## config.mk

```make
export PLATFORM = sky130hd
export DESIGN_NAME = epwm_steering
export DESIGN_NICKNAME = d
export VERILOG_FILES = /design/src/epwm_steering_unused_guard.sv /design/src/epwm_pkg.sv /design/src/epwm_deadband.sv /design/src/epwm_steering.sv /design/src/epwm_timebase.sv
export SDC_FILE = /design/constraint.sdc
export NUM_CORES = 1
export LEC_CHECK = 0
export BUFFER_PORTS_ARGS = -buffer_cell sky130_fd_sc_hd__buf_2
export CAP_MARGIN = 15
export CORE_ASPECT_RATIO = 0.7
export CORE_MARGIN = 4
export CORE_UTILIZATION = 40
export CTS_BUF_LIST = sky130_fd_sc_hd__clkbuf_4 sky130_fd_sc_hd__clkbuf_8
export DETAILED_ROUTE_END_ITERATION = 8
export MAX_ROUTING_LAYER = met4
export SLEW_MARGIN = 30
export SYNTH_ARGS = -nofsm -noshare
export SYNTH_HDL_FRONTEND = slang
export SYNTH_HIERARCHICAL = 1
export SYNTH_SLANG_ARGS = --single-unit
```

## constraint.sdc

```tcl
create_clock -name mclk -period 2.9 [get_ports mclk]
set_input_delay 0.435 -clock mclk [delete_from_list [all_inputs] [get_ports mclk]]
set_output_delay 0.435 -clock mclk [all_outputs]
set_load 0.02 [all_outputs]
```

## src/epwm_steering_unused_guard.sv

```systemverilog
// Intentionally empty: no logic of the steering block lives in this file.

```

## src/epwm_pkg.sv

```systemverilog
// Shared constants for the enhanced PWM output steering block.
package epwm_pkg;

  // Register port geometry.
  localparam int ADDR_W = 8;
  localparam int DATA_W = 32;

  // Register offsets.
  localparam logic [7:0] REG_CTRL = 8'h00;
  localparam logic [7:0] REG_PERIOD = 8'h04;
  localparam logic [7:0] REG_DUTY = 8'h08;
  localparam logic [7:0] REG_DEADBAND = 8'h0c;
  localparam logic [7:0] REG_STATUS = 8'h10;
  localparam logic [7:0] REG_LATCH = 8'h14;

  // Field positions in the control register.
  localparam int CTRL_EN = 0;
  localparam int CTRL_MODE_LO = 1;
  localparam int CTRL_POL_LO = 3;
  localparam int CTRL_PRE_LO = 5;
  localparam int CTRL_STEER_LO = 8;
  localparam int CTRL_DIRL_LO = 12;

  // Field positions in the status register.
  localparam int STAT_SUB_LO = 8;
  localparam int STAT_RUN = 10;
  localparam int STAT_MODE_LO = 11;
  localparam int STAT_PEND = 13;
  localparam int STAT_PIN_LO = 16;

  // Field widths.
  localparam int TMR_W = 8;
  localparam int DUTY_W = 10;
  localparam int DB_W = 7;
  localparam int DB_CNT_W = 9;

  // Reset values.
  localparam logic [3:0] DIR_LATCH_RESET = 4'hf;
  localparam logic [7:0] PERIOD_RESET = 8'hff;

  // Output mode field encodings.
  localparam logic [1:0] MODE_SINGLE = 2'h0;
  localparam logic [1:0] MODE_FWD = 2'h1;
  localparam logic [1:0] MODE_HALF = 2'h2;
  localparam logic [1:0] MODE_REV = 2'h3;
  localparam int MODE_DIR_BIT = 1;

  // Prescaler selections and the last oscillator count of one timer tick.
  localparam logic [1:0] PRE_SEL_1 = 2'h0;
  localparam logic [1:0] PRE_SEL_4 = 2'h1;
  localparam logic [5:0] PRE_LIMIT_1 = 6'h03;
  localparam logic [5:0] PRE_LIMIT_4 = 6'h0f;
  localparam logic [5:0] PRE_LIMIT_16 = 6'h3f;
  localparam logic [1:0] SUB_LAST = 2'h3;

  // Timing: one dead-band unit is one instruction cycle of four oscillator periods.
  localparam int CLK_PERIOD_NS = 10;
  localparam int OSC_PER_INSTR = 4;
  localparam int DB_UNIT_NS = OSC_PER_INSTR * CLK_PERIOD_NS;
  localparam int DB_UNIT_CYCLES = (DB_UNIT_NS + CLK_PERIOD_NS - 1) / CLK_PERIOD_NS;

endpackage

```

## src/epwm_deadband.sv

```systemverilog
// Rising-edge delay for one half-bridge output.
module epwm_deadband
  import epwm_pkg::*;
#(
  parameter int UW = DB_W,
  parameter int CW = DB_CNT_W
) (
  input wire logic mclk,
  input wire logic resetn,
  input wire logic bypass,
  input wire logic level,
  input wire logic [UW-1:0] delayUnits,
  output logic delayed
);

  logic levelQ;
  logic [CW-1:0] remain;

  wire rise = level && !levelQ;
  wire [CW-1:0] loadValue = CW'(delayUnits) * CW'(DB_UNIT_CYCLES);
  wire loadZero = loadValue == '0;

  always_ff @(posedge mclk or negedge resetn) begin
    if (!resetn) begin
      levelQ <= 1'b0;
      remain <= '0;
    end else begin
      levelQ <= level;
      if (rise && !loadZero) begin
        remain <= loadValue - 1'b1;
      end else if (!level) begin
        remain <= '0;
      end else if (remain != '0) begin
        remain <= remain - 1'b1;
      end
    end
  end

  // A level that falls before the count ends never becomes active.
  assign delayed = level && (bypass || (rise ? loadZero : remain == '0));

endmodule

```

## src/epwm_steering.sv

```systemverilog
// Enhanced PWM output stage: register port, duty compare and four-pin steering.

// Overview of operation
// - Ten-bit base: period timer plus sub-count.
// - Mode field selects single, half, forward, reverse.
// - Single mode drives only steering-selected outputs.
// - Dead band is four oscillator periods per unit.
// - Half-bridge: PWM on A, complement on B.
// - Half-bridge delays each inactive-to-active edge.
// - Delay beyond duty keeps output inactive.
// - Forward: A active, D modulated, B C inactive.
// - Reverse: C active, B modulated, A D inactive.
// - New direction applies at next PWM cycle.
// - Direction change idles B D, swaps A C.
// - A and C switch one sub-count slice early.
// - No dead band in full-bridge modes.
// - Unused pins are left undriven.
// - Polarity chosen per pair A/C and B/D.
// - Output waits for first new period after enable.
// - Duty latch loads only at period match.
module epwm_steering
  import epwm_pkg::*;
(
  input wire logic mclk,
  input wire logic resetn,
  input wire logic [ADDR_W-1:0] regAddr,
  input wire logic [DATA_W-1:0] regWrData,
  input wire logic regWrite,
  input wire logic regRead,
  output logic [DATA_W-1:0] regRdData,
  output logic outA,
  output logic outAEn,
  output logic outB,
  output logic outBEn,
  output logic outC,
  output logic outCEn,
  output logic outD,
  output logic outDEn
);

  // Software-visible settings.
  logic enable;
  logic [1:0] outputModeField;
  logic [1:0] outputPolarityField;
  logic [1:0] prescaleSel;
  logic [3:0] steer;
  logic [3:0] pinDirectionLatch;
  logic [TMR_W-1:0] periodMatchValue;
  logic [DUTY_W-1:0] duty;
  logic [DB_W-1:0] deadbandCount;

  // Block state.
  logic running;
  logic [1:0] appliedMode;
  logic [DUTY_W-1:0] dutyCompareLatch;
  logic pwmRaw;
  logic [3:0] pinLevel;
  logic [3:0] pinEnable;

  logic [TMR_W-1:0] periodTimer;
  logic [1:0] subCount;
  logic periodStart;
  logic lastSlice;
  logic halfA;
  logic halfB;
  logic [3:0] active;
  logic [3:0] used;

  // Address decode.
  wire hitCtrl = regAddr == REG_CTRL;
  wire hitPeriod = regAddr == REG_PERIOD;
  wire hitDuty = regAddr == REG_DUTY;
  wire hitDeadband = regAddr == REG_DEADBAND;
  wire hitStatus = regAddr == REG_STATUS;
  wire hitLatch = regAddr == REG_LATCH;

  wire [DUTY_W-1:0] timeBase = {periodTimer, subCount};
  wire modeIsFull = outputModeField[0];
  wire appliedIsFull = appliedMode[0];
  wire appliedIsHalf = appliedMode == MODE_HALF;
  // The compare drops the waveform in the very cycle the time base reaches the duty value.
  wire pwmLive = pwmRaw && (timeBase != dutyCompareLatch);
  wire newDir = outputModeField[MODE_DIR_BIT];

  // A direction write may land anywhere in the cycle; it only arms a pending change.
  wire dirPending = running && appliedIsFull && modeIsFull
    && (newDir != appliedMode[MODE_DIR_BIT]);

  wire [3:0] polarityInvert = {outputPolarityField[0], outputPolarityField[1],
    outputPolarityField[0], outputPolarityField[1]};

  wire [DATA_W-1:0] ctrlView = DATA_W'({pinDirectionLatch, steer, 1'b0,
    prescaleSel, outputPolarityField, outputModeField, enable});
  wire [DATA_W-1:0] statusView = DATA_W'({pinLevel, 2'b00, dirPending, appliedMode,
    running, subCount, periodTimer});
  wire [DATA_W-1:0] readMux =
    hitCtrl ? ctrlView :
    hitPeriod ? DATA_W'(periodMatchValue) :
    hitDuty ? DATA_W'(duty) :
    hitDeadband ? DATA_W'(deadbandCount) :
    hitStatus ? statusView :
    hitLatch ? DATA_W'(dutyCompareLatch) : 32'h0000_0000;

  epwm_timebase #(
    .TW(TMR_W)
  ) u_timebase (
    .mclk(mclk),
    .resetn(resetn),
    .run(enable),
    .prescaleSel(prescaleSel),
    .periodValue(periodMatchValue),
    .timer(periodTimer),
    .subCount(subCount),
    .periodStart(periodStart),
    .lastSlice(lastSlice)
  );

  // Each half-bridge leg gets its own delay on its rising edge.
  epwm_deadband #(
    .UW(DB_W),
    .CW(DB_CNT_W)
  ) u_deadband_a (
    .mclk(mclk),
    .resetn(resetn),
    .bypass(!appliedIsHalf),
    .level(running && pwmLive),
    .delayUnits(deadbandCount),
    .delayed(halfA)
  );

  epwm_deadband #(
    .UW(DB_W),
    .CW(DB_CNT_W)
  ) u_deadband_b (
    .mclk(mclk),
    .resetn(resetn),
    .bypass(!appliedIsHalf),
    .level(running && !pwmLive),
    .delayUnits(deadbandCount),
    .delayed(halfB)
  );

  // Register writes.
  always_ff @(posedge mclk or negedge resetn) begin
    if (!resetn) begin
      enable <= 1'b0;
      outputModeField <= MODE_SINGLE;
      outputPolarityField <= 2'b00;
      prescaleSel <= PRE_SEL_1;
      steer <= 4'h0;
      pinDirectionLatch <= DIR_LATCH_RESET;
      periodMatchValue <= PERIOD_RESET;
      duty <= '0;
      deadbandCount <= '0;
    end else if (regWrite) begin
      if (hitCtrl) begin
        enable <= regWrData[CTRL_EN];
        outputModeField <= regWrData[CTRL_MODE_LO +: 2];
        outputPolarityField <= regWrData[CTRL_POL_LO +: 2];
        prescaleSel <= regWrData[CTRL_PRE_LO +: 2];
        steer <= regWrData[CTRL_STEER_LO +: 4];
        pinDirectionLatch <= regWrData[CTRL_DIRL_LO +: 4];
      end
      if (hitPeriod) begin
        periodMatchValue <= regWrData[TMR_W-1:0];
      end
      if (hitDuty) begin
        duty <= regWrData[DUTY_W-1:0];
      end
      if (hitDeadband) begin
        deadbandCount <= regWrData[DB_W-1:0];
      end
    end
  end

  // Read data stands only in the cycle after the read strobe.
  always_ff @(posedge mclk or negedge resetn) begin
    if (!resetn) begin
      regRdData <= '0;
    end else begin
      regRdData <= regRead ? readMux : '0;
    end
  end

  // Period bookkeeping and the raw compare waveform.
  always_ff @(posedge mclk or negedge resetn) begin
    if (!resetn) begin
      running <= 1'b0;
      appliedMode <= MODE_SINGLE;
      dutyCompareLatch <= '0;
      pwmRaw <= 1'b0;
    end else if (!enable) begin
      running <= 1'b0;
      appliedMode <= outputModeField;
      pwmRaw <= 1'b0;
    end else if (periodStart) begin
      running <= 1'b1;
      appliedMode <= outputModeField;
      dutyCompareLatch <= duty;
      pwmRaw <= duty != '0;
    end else begin
      if (!running) begin
        appliedMode <= outputModeField;
      end
      if (timeBase == dutyCompareLatch) begin
        pwmRaw <= 1'b0;
      end
    end
  end

  // Active levels per pin, index 0 is A through 3 is D.
  always_comb begin
    active = 4'h0;
    used = 4'h0;
    case (appliedMode)
      MODE_SINGLE: begin
        active = steer & {4{pwmLive}};
        used = steer;
      end
      MODE_HALF: begin
        active = {1'b0, 1'b0, halfB, halfA};
        used = 4'h3;
      end
      MODE_FWD: begin
        active = {pwmLive, 1'b0, 1'b0, 1'b1};
        used = 4'hf;
      end
      MODE_REV: begin
        active = {1'b0, 1'b1, pwmLive, 1'b0};
        used = 4'hf;
      end
      default: begin
        active = 4'h0;
        used = 4'h0;
      end
    endcase
    if (dirPending) begin
      active[1] = 1'b0;
      active[3] = 1'b0;
      if (lastSlice) begin
        active[0] = !newDir;
        active[2] = newDir;
      end
    end
    if (!running) begin
      active = 4'h0;
    end
  end

  // Pins are registered; a pin is driven only when used and its latch is cleared.
  always_ff @(posedge mclk or negedge resetn) begin
    if (!resetn) begin
      pinLevel <= 4'h0;
      pinEnable <= 4'h0;
    end else begin
      pinLevel <= active ^ polarityInvert;
      pinEnable <= {4{enable}} & used & ~pinDirectionLatch;
    end
  end

  assign outA = pinLevel[0];
  assign outB = pinLevel[1];
  assign outC = pinLevel[2];
  assign outD = pinLevel[3];
  assign outAEn = pinEnable[0];
  assign outBEn = pinEnable[1];
  assign outCEn = pinEnable[2];
  assign outDEn = pinEnable[3];

endmodule

```

## src/epwm_timebase.sv

```systemverilog
// Period timer with prescaler forming the 10-bit PWM time base.
module epwm_timebase
  import epwm_pkg::*;
#(
  parameter int TW = TMR_W
) (
  input wire logic mclk,
  input wire logic resetn,
  input wire logic run,
  input wire logic [1:0] prescaleSel,
  input wire logic [TW-1:0] periodValue,
  output logic [TW-1:0] timer,
  output logic [1:0] subCount,
  output logic periodStart,
  output logic lastSlice
);

  logic [5:0] pre;

  wire sel1 = prescaleSel == PRE_SEL_1;
  wire sel4 = prescaleSel == PRE_SEL_4;
  wire [5:0] preLimit = sel1 ? PRE_LIMIT_1 : (sel4 ? PRE_LIMIT_4 : PRE_LIMIT_16);
  wire tick = run && (pre >= preLimit);
  wire periodMatch = timer == periodValue;

  // The sub-count is the quarter-cycle phase, or two prescaler bits.
  assign subCount = sel1 ? pre[1:0] : (sel4 ? pre[3:2] : pre[5:4]);
  assign periodStart = tick && periodMatch;
  assign lastSlice = run && periodMatch && (subCount == SUB_LAST);

  always_ff @(posedge mclk or negedge resetn) begin
    if (!resetn) begin
      pre <= '0;
      timer <= '0;
    end else if (!run) begin
      pre <= '0;
      timer <= '0;
    end else if (tick) begin
      pre <= '0;
      timer <= periodMatch ? '0 : timer + 1'b1;
    end else begin
      pre <= pre + 1'b1;
    end
  end

endmodule

```

* After elaboration in Yosys (flattened, before gate mapping) *
Cells that the tools add are included.

storage, ports and cells
  output and inout port bits = 40
  register bits = 116
  input port bits = 44
  latch bits = 0
  memory bits (writable) = 0
  bits in read-only memories = 0
  memories = 0
  logic and storage cells = 130

cells by class
  shift-type cells = 0
  multiply operators = 0
  eq/ne operators = 20
  reductions and logical operators = 39
  divide/modulo/power cells = 0
  bitwise gates (word level) = 5
  $add $sub $neg = 5
  $lt $le $gt $ge = 1
  muxes and demuxes = 38

operators by type and width
  operator                                              count
  two-way mux 20 bit                                    6
  two-way mux 9 bit                                     6
  zero test 9 bit                                       3
  subtractor 9 x 1 -> 9 bit (second input constant)     3
  two-way mux 6 bit                                     4
  two-way mux 8 bit                                     3
  nonzero test 9 bit                                    2
  equality test 8 x 4 -> 1 bit (second input constant)  2
  equality test 8 x 5 -> 1 bit (second input constant)  2
  logical AND 1 bit                                     16
  one-hot mux 4 bit (4 select lines)                    1
  bitwise AND 4 bit                                     3
  one-hot mux 4 bit (3 select lines)                    1
  equality test 10 bit                                  1
  two-way mux 10 bit                                    1
  two-way mux 2 bit                                     5
  != test 10 bit                                        1
  AND reduction 2 bit                                   5
  nonzero test 10 bit                                   1
  two-way mux 1 bit                                     9
  adder 8 x 1 -> 8 bit (second input constant)          1
  equality test 8 x 3 -> 1 bit (second input constant)  1
  equality test 8 bit                                   1
  zero test 8 bit                                       1
  16 further kinds                                      29

* Logic depth before layout (Yosys ltp) *
  depth in word-level cells = 16
  mapped depth = 13
  mapped depth without buffers = 12

* By module *
Netlist, hierarchy kept.

by module, submodules not included
  module         times used  cells each  area an instance (um2)
  epwm_steering  1           343         4033.9
  epwm_deadband  2           74          680.7
  epwm_timebase  1           102         1004.7

* Least setup slack after synthesis *
No wires, ideal clock.

  path kind = register to register
  start point = register prescaleSel[0]
  end point = register pinLevel[1]
  data arrival time = 2535 ps
  path slack = 286 ps
  cell stages (with the launch flop) = 14
  buffers on the path = 1
  setup time = 79 ps
  path through = dfrtp_1 -> mux2i_1 -> o21ai_0 -> xnor2_1 -> nand4_1 -> nor3_2 -> nor2b_1 -> nor2_1 -> clkbuf_1 -> o21a_1 -> nand3_1 -> a21o_2 -> o22ai_1 -> xor2_1

between the ends
  longest elaborated chain between the ends = 15

RTL lines
  item                                  line                  RTL
  from (decl)                           epwm_steering.sv:45   logic [1:0] prescaleSel;
  from (signal assigned)                epwm_steering.sv:160  prescaleSel <= regWrData[CTRL_PRE_LO +: 2];
  equality test 2 x 1 -> 1 bit          epwm_timebase.sv:21   wire sel4 = prescaleSel == PRE_SEL_4;
  two-way mux 2 bit                     epwm_timebase.sv:27   assign subCount = sel1 ? pre[1:0] : (sel4 ? pre[3:2] : pre[5:4]);
  two-way mux 2 bit *                   epwm_timebase.sv:27
  via subCount[1]                       epwm_steering.sv:61   logic [1:0] subCount;
  != test 10 bit *                      epwm_steering.sv:82   wire pwmLive = pwmRaw && (timeBase != dutyCompareLatch);
  logical AND 1 bit *                   epwm_steering.sv:82
  zero test 1 bit *                     epwm_steering.sv:138  .level(running && !pwmLive),
  logical AND 1 bit *                   epwm_steering.sv:138
  logical AND 1 bit                     epwm_deadband.sv:19   wire rise = level && !levelQ;
  two-way mux 1 bit                     epwm_deadband.sv:40   assign delayed = level && (bypass || (rise ? loadZero : remain == '0));
  logical OR 1 bit                      epwm_deadband.sv:40
  logical AND 1 bit *                   epwm_deadband.sv:40
  via halfB                             epwm_steering.sv:65   logic halfB;
  one-hot mux 4 bit (4 select lines) *  epwm_steering.sv:215  case (appliedMode)
  two-way mux 4 bit *                   epwm_steering.sv:237  if (dirPending) begin
  two-way mux 4 bit *                   epwm_steering.sv:245  if (!running) begin
  bitwise XOR 4 bit *                   epwm_steering.sv:256  pinLevel <= active ^ polarityInvert;
  to (signal assigned)                  epwm_steering.sv:256
  to (decl)                             epwm_steering.sv:57   logic [3:0] pinLevel;

The timed path passes the listed nets; every way through them passes the cells marked *.
A chain may end at the register's enable or synchronous reset.

* Worst setup path in the final report *
Same ends and word-level chain as after synthesis.

==> results.json <==
{
  "status": "complete, no violations",
  "grt-ovfl-total": 0,
  "vias_per_cell": 5.50,
  "syn_area_um2": 6400,
  "first_iter_violations": 322,
  "cp_slowest_cell": "dfrtp_1",
  "cts-hold-fix-buffers": 1,
  "cp-start-kind": "register",
  "nets": 726,
  "postRouteAntennaNets": 0,
  "yosysWarnings": 6,
  "netlist.area_leader.share_pct": 40.7,
  "ys_seq_area_share_pct": 45.6,
  "synth_area_leaders": "dfrtp_1 41%, mux2_1 7.7%, dfstp_2 4.9%, xnor2_1 3.0%, xor2_1 2.7%",
  "fin_tns_setup_ns": 0,
  "power.density_nw_per_um2": 481,
  "core.rowCount": 38,
  "ir_worst_vdd_mv": 0.270,
  "drive_above_1_share_pct": 23.9,
  "fin_skew_ns": 0.0113,
  "synthArstFlopShare_pct": 100,
  "wl_met2_um": 7240,
  "fin_crit_sh_pct": 91.0,
  "dieArea_um2": 18100,
  "cts_tree": "done",
  "cts_buffers": 17,
  "met1Wirelength_um": 7650,
  "arrival_ns": 3.00,
  "coreArea_um2": 15600,
  "post_drt_wl_per_cell_um": 18.1,
  "slew_headroom_pct": 57.9,
  "path_class": "reg2reg",
  "grt_setup_unrepaired": "false",
  "r2r_cells": 13,
  "clock_latency_ns": 0.44,
  "multi_input_area_um2": 3260,
  "cts_sinks": 116,
  "fmax_mhz": 379,
  "cts_setup_buffers": 0,
  "dr_total_vias": 4870,
  "worst_setup_path_end_kind": "register",
  "final_core_util_pct": 47.3,
  "setup_violations": 0,
  "path_delay_family": "simple AND/OR/NAND/NOR gates",
  "start_util_pct": 41.0,
  "synth_cells": 593,
  "worst_path_largest_cell_delay_ns": 0.40,
  "seqCellArea_um2": 2920,
  "dp_hpwl_um": 11800,
  "timing.rr.end": "pinLevel[1]",
  "r2r_slack_ns": 0.26,
  "ys.flop_type": "dfrtp_1",
  "routed.top_layer": "met4",
  "finalHoldViolations": 0,
  "setup.worst_path.end": "pinLevel[1]",
  "period_needed_ns": 2.64,
  "route.met3.wl_um": 973,
  "cts-resized-gates": 0,
  "gp_congestion": 0.863,
  "cts-root-buf": "clkbuf_8",
  "wl_um": 16000,
  "ys_top_cells_by_count": "104 x dfrtp_1, 44 x mux2_1, 35 x nand2_1",
  "die_y_um": 114,
  "crit_path_max_fanout": 4,
  "io_pins": 84,
  "crit_required_ns": 3.26,
  "antenna_cells": 0,
  "timing.hold.ws_ns": 0.205,
  "clk_pin_slew_ns": 0.08,
  "grt_start_max_net_pins": 59,
  "crit_start": "prescaleSel[0]",
  "worstPathCellList": "mux2i_1, o21ai_0, buf_4, xnor2_1, nand4_1, nor3_2, nor2b_1, nor2_1, o21a_1, nand3_1, a21o_2, o22ai_1, xor2_1",
  "clock_path_buffers": 2,
  "drv_cap": 0,
  "die_w_um": 159,
  "syn_to_final_growth_pct": 15.3,
  "numPortBuffers": 55,
  "synth_top_area_cell": "dfrtp_1",
  "r2r_start": "prescaleSel[0]",
  "drv_slew": 0,
  "worst-path-stages": 13,
  "ys_types": 81,
  "tightestPinTransition_ns": 0.622,
  "ys_seq_elements": 116,
  "grt_pass1_vias": 4936,
  "hold_class": "in2reg",
  "antenna_found_initial": 0,
  "htreeDepth": 4,
  "power.leakage_nw": 3.51,
  "first_pass_iters": 5,
  "path_buf_inv": 1,
  "grt_pass1_wl_um": 26500,
  "drc": 0,
  "fill_cells": 1435,
  "synth.most_common_cell": "dfrtp_1",
  "avgSynthCellArea_um2": 10.8,
  "grt_usage_pct": 18.9,
  "synth_edf_count": 0,
  "p_total_mw": 3.55
}
worst min-delay path by stage:
stage,startpoint,to,slack [ns],cells after the start
floorplan,resetn,appliedMode[0],0.14,0
global placement,resetn,u_deadband_b/remain[6],0.32,1
detailed placement,resetn,u_deadband_b/remain[6],0.32,1
CTS,regWrData[15],pinDirectionLatch[3],0.18,2
global route,regWrData[10],steer[2],0.19,2
finish,regWrData[10],steer[2],0.21,2
cells by family after synthesis:
logic type | Yosys count | synth area share (%)
DFF | 116 | 45.6
buffers and inverters | 48 | 4.12
xor gates and xnor gates | 42 | 5.75
other | 1 | 0.0586
AOI/OAI and AO/OA | 131 | 13.9
and+or+nand+nor | 182 | 17.8
adders and majority gates | 10 | 1.96
muxes | 63 | 10.9
registers in the layout (all words and copies together) (netlist names), 2 cells and up:
register	flops
prescaleSel	2
pinLevel	4
periodMatchValue	8
u_deadband_a/remain	9
pinDirectionLatch	4
dutyCompareLatch	10
appliedMode	2
pinEnable	4
outputPolarityField	2
u_timebase/timer	8
regRdData	20
steer	4
duty	10
u_timebase/pre	6
outputModeField	2
u_deadband_b/remain	9
deadbandCount	7
report_power, final:
part / total (mW) / switching [mW] / internal (mW)
logic: 0.365 / 0.232 / 0.132
registers: 1.70 / 0.0481 / 1.66
clock network: 1.48 / 0.710 / 0.767
total: 3.55 / 0.991 / 2.56
layer usage:
layer,vias up,GRT usage (%)
met5,-,-
met4,0,5.84
met3,23,3.58
met2,145,28.3
met1,2403,26.2
li1,2299,-
layout make-up:
| class | instances | area share (%) |
|---|---|---|
| multi-input combinational | 440 | 44.2 |
| sequential | 116 | 39.6 |
| timing repair buffer | 83 | 6.82 |
| tap | 200 | 3.39 |
| clock buffer | 17 | 3.17 |
| clock inverter | 15 | 2.17 |
| inverter | 14 | 0.712 |
cells in the final DEF, fill, tap and decap left out, types with 4 or more instances in the layout:
cell        n
dfrtp_1   104
buf_2      54
mux2_1     44
nand2_1    35
nor2_1     28
buf_4      27
nand3_1    26
o21ai_1    25
a21oi_1    22
xnor2_1    22
xor2_1     20
clkbuf_8   17
o21ai_0    16
inv_1      13
mux2i_1    12
conb_1     12
dfstp_2    12
nor2b_1    11
o211ai_1   10
o31ai_1    10
ha_1       10
nor3_1      9
and2_1      9
and3_1      7
mux2_2      7
o21a_1      7
clkinv_4    7
a22o_1      6
nor3b_1     6
or4_1       5
o22ai_1     5
or3_1       4
through the flow:
step           instances  instance area [µm²]  worst slack (ns)
3_3_place_gp         852                 6970             0.311
4_1_cts              885                 7380             0.259
3_5_place_dp         852                 6970             0.273
2_1_floorplan        604                 6440             0.286
6_report             885                 7380             0.261
5_1_grt              885                 7380            0.0238
No activity file was read; power rests on OpenSTA's default activity.
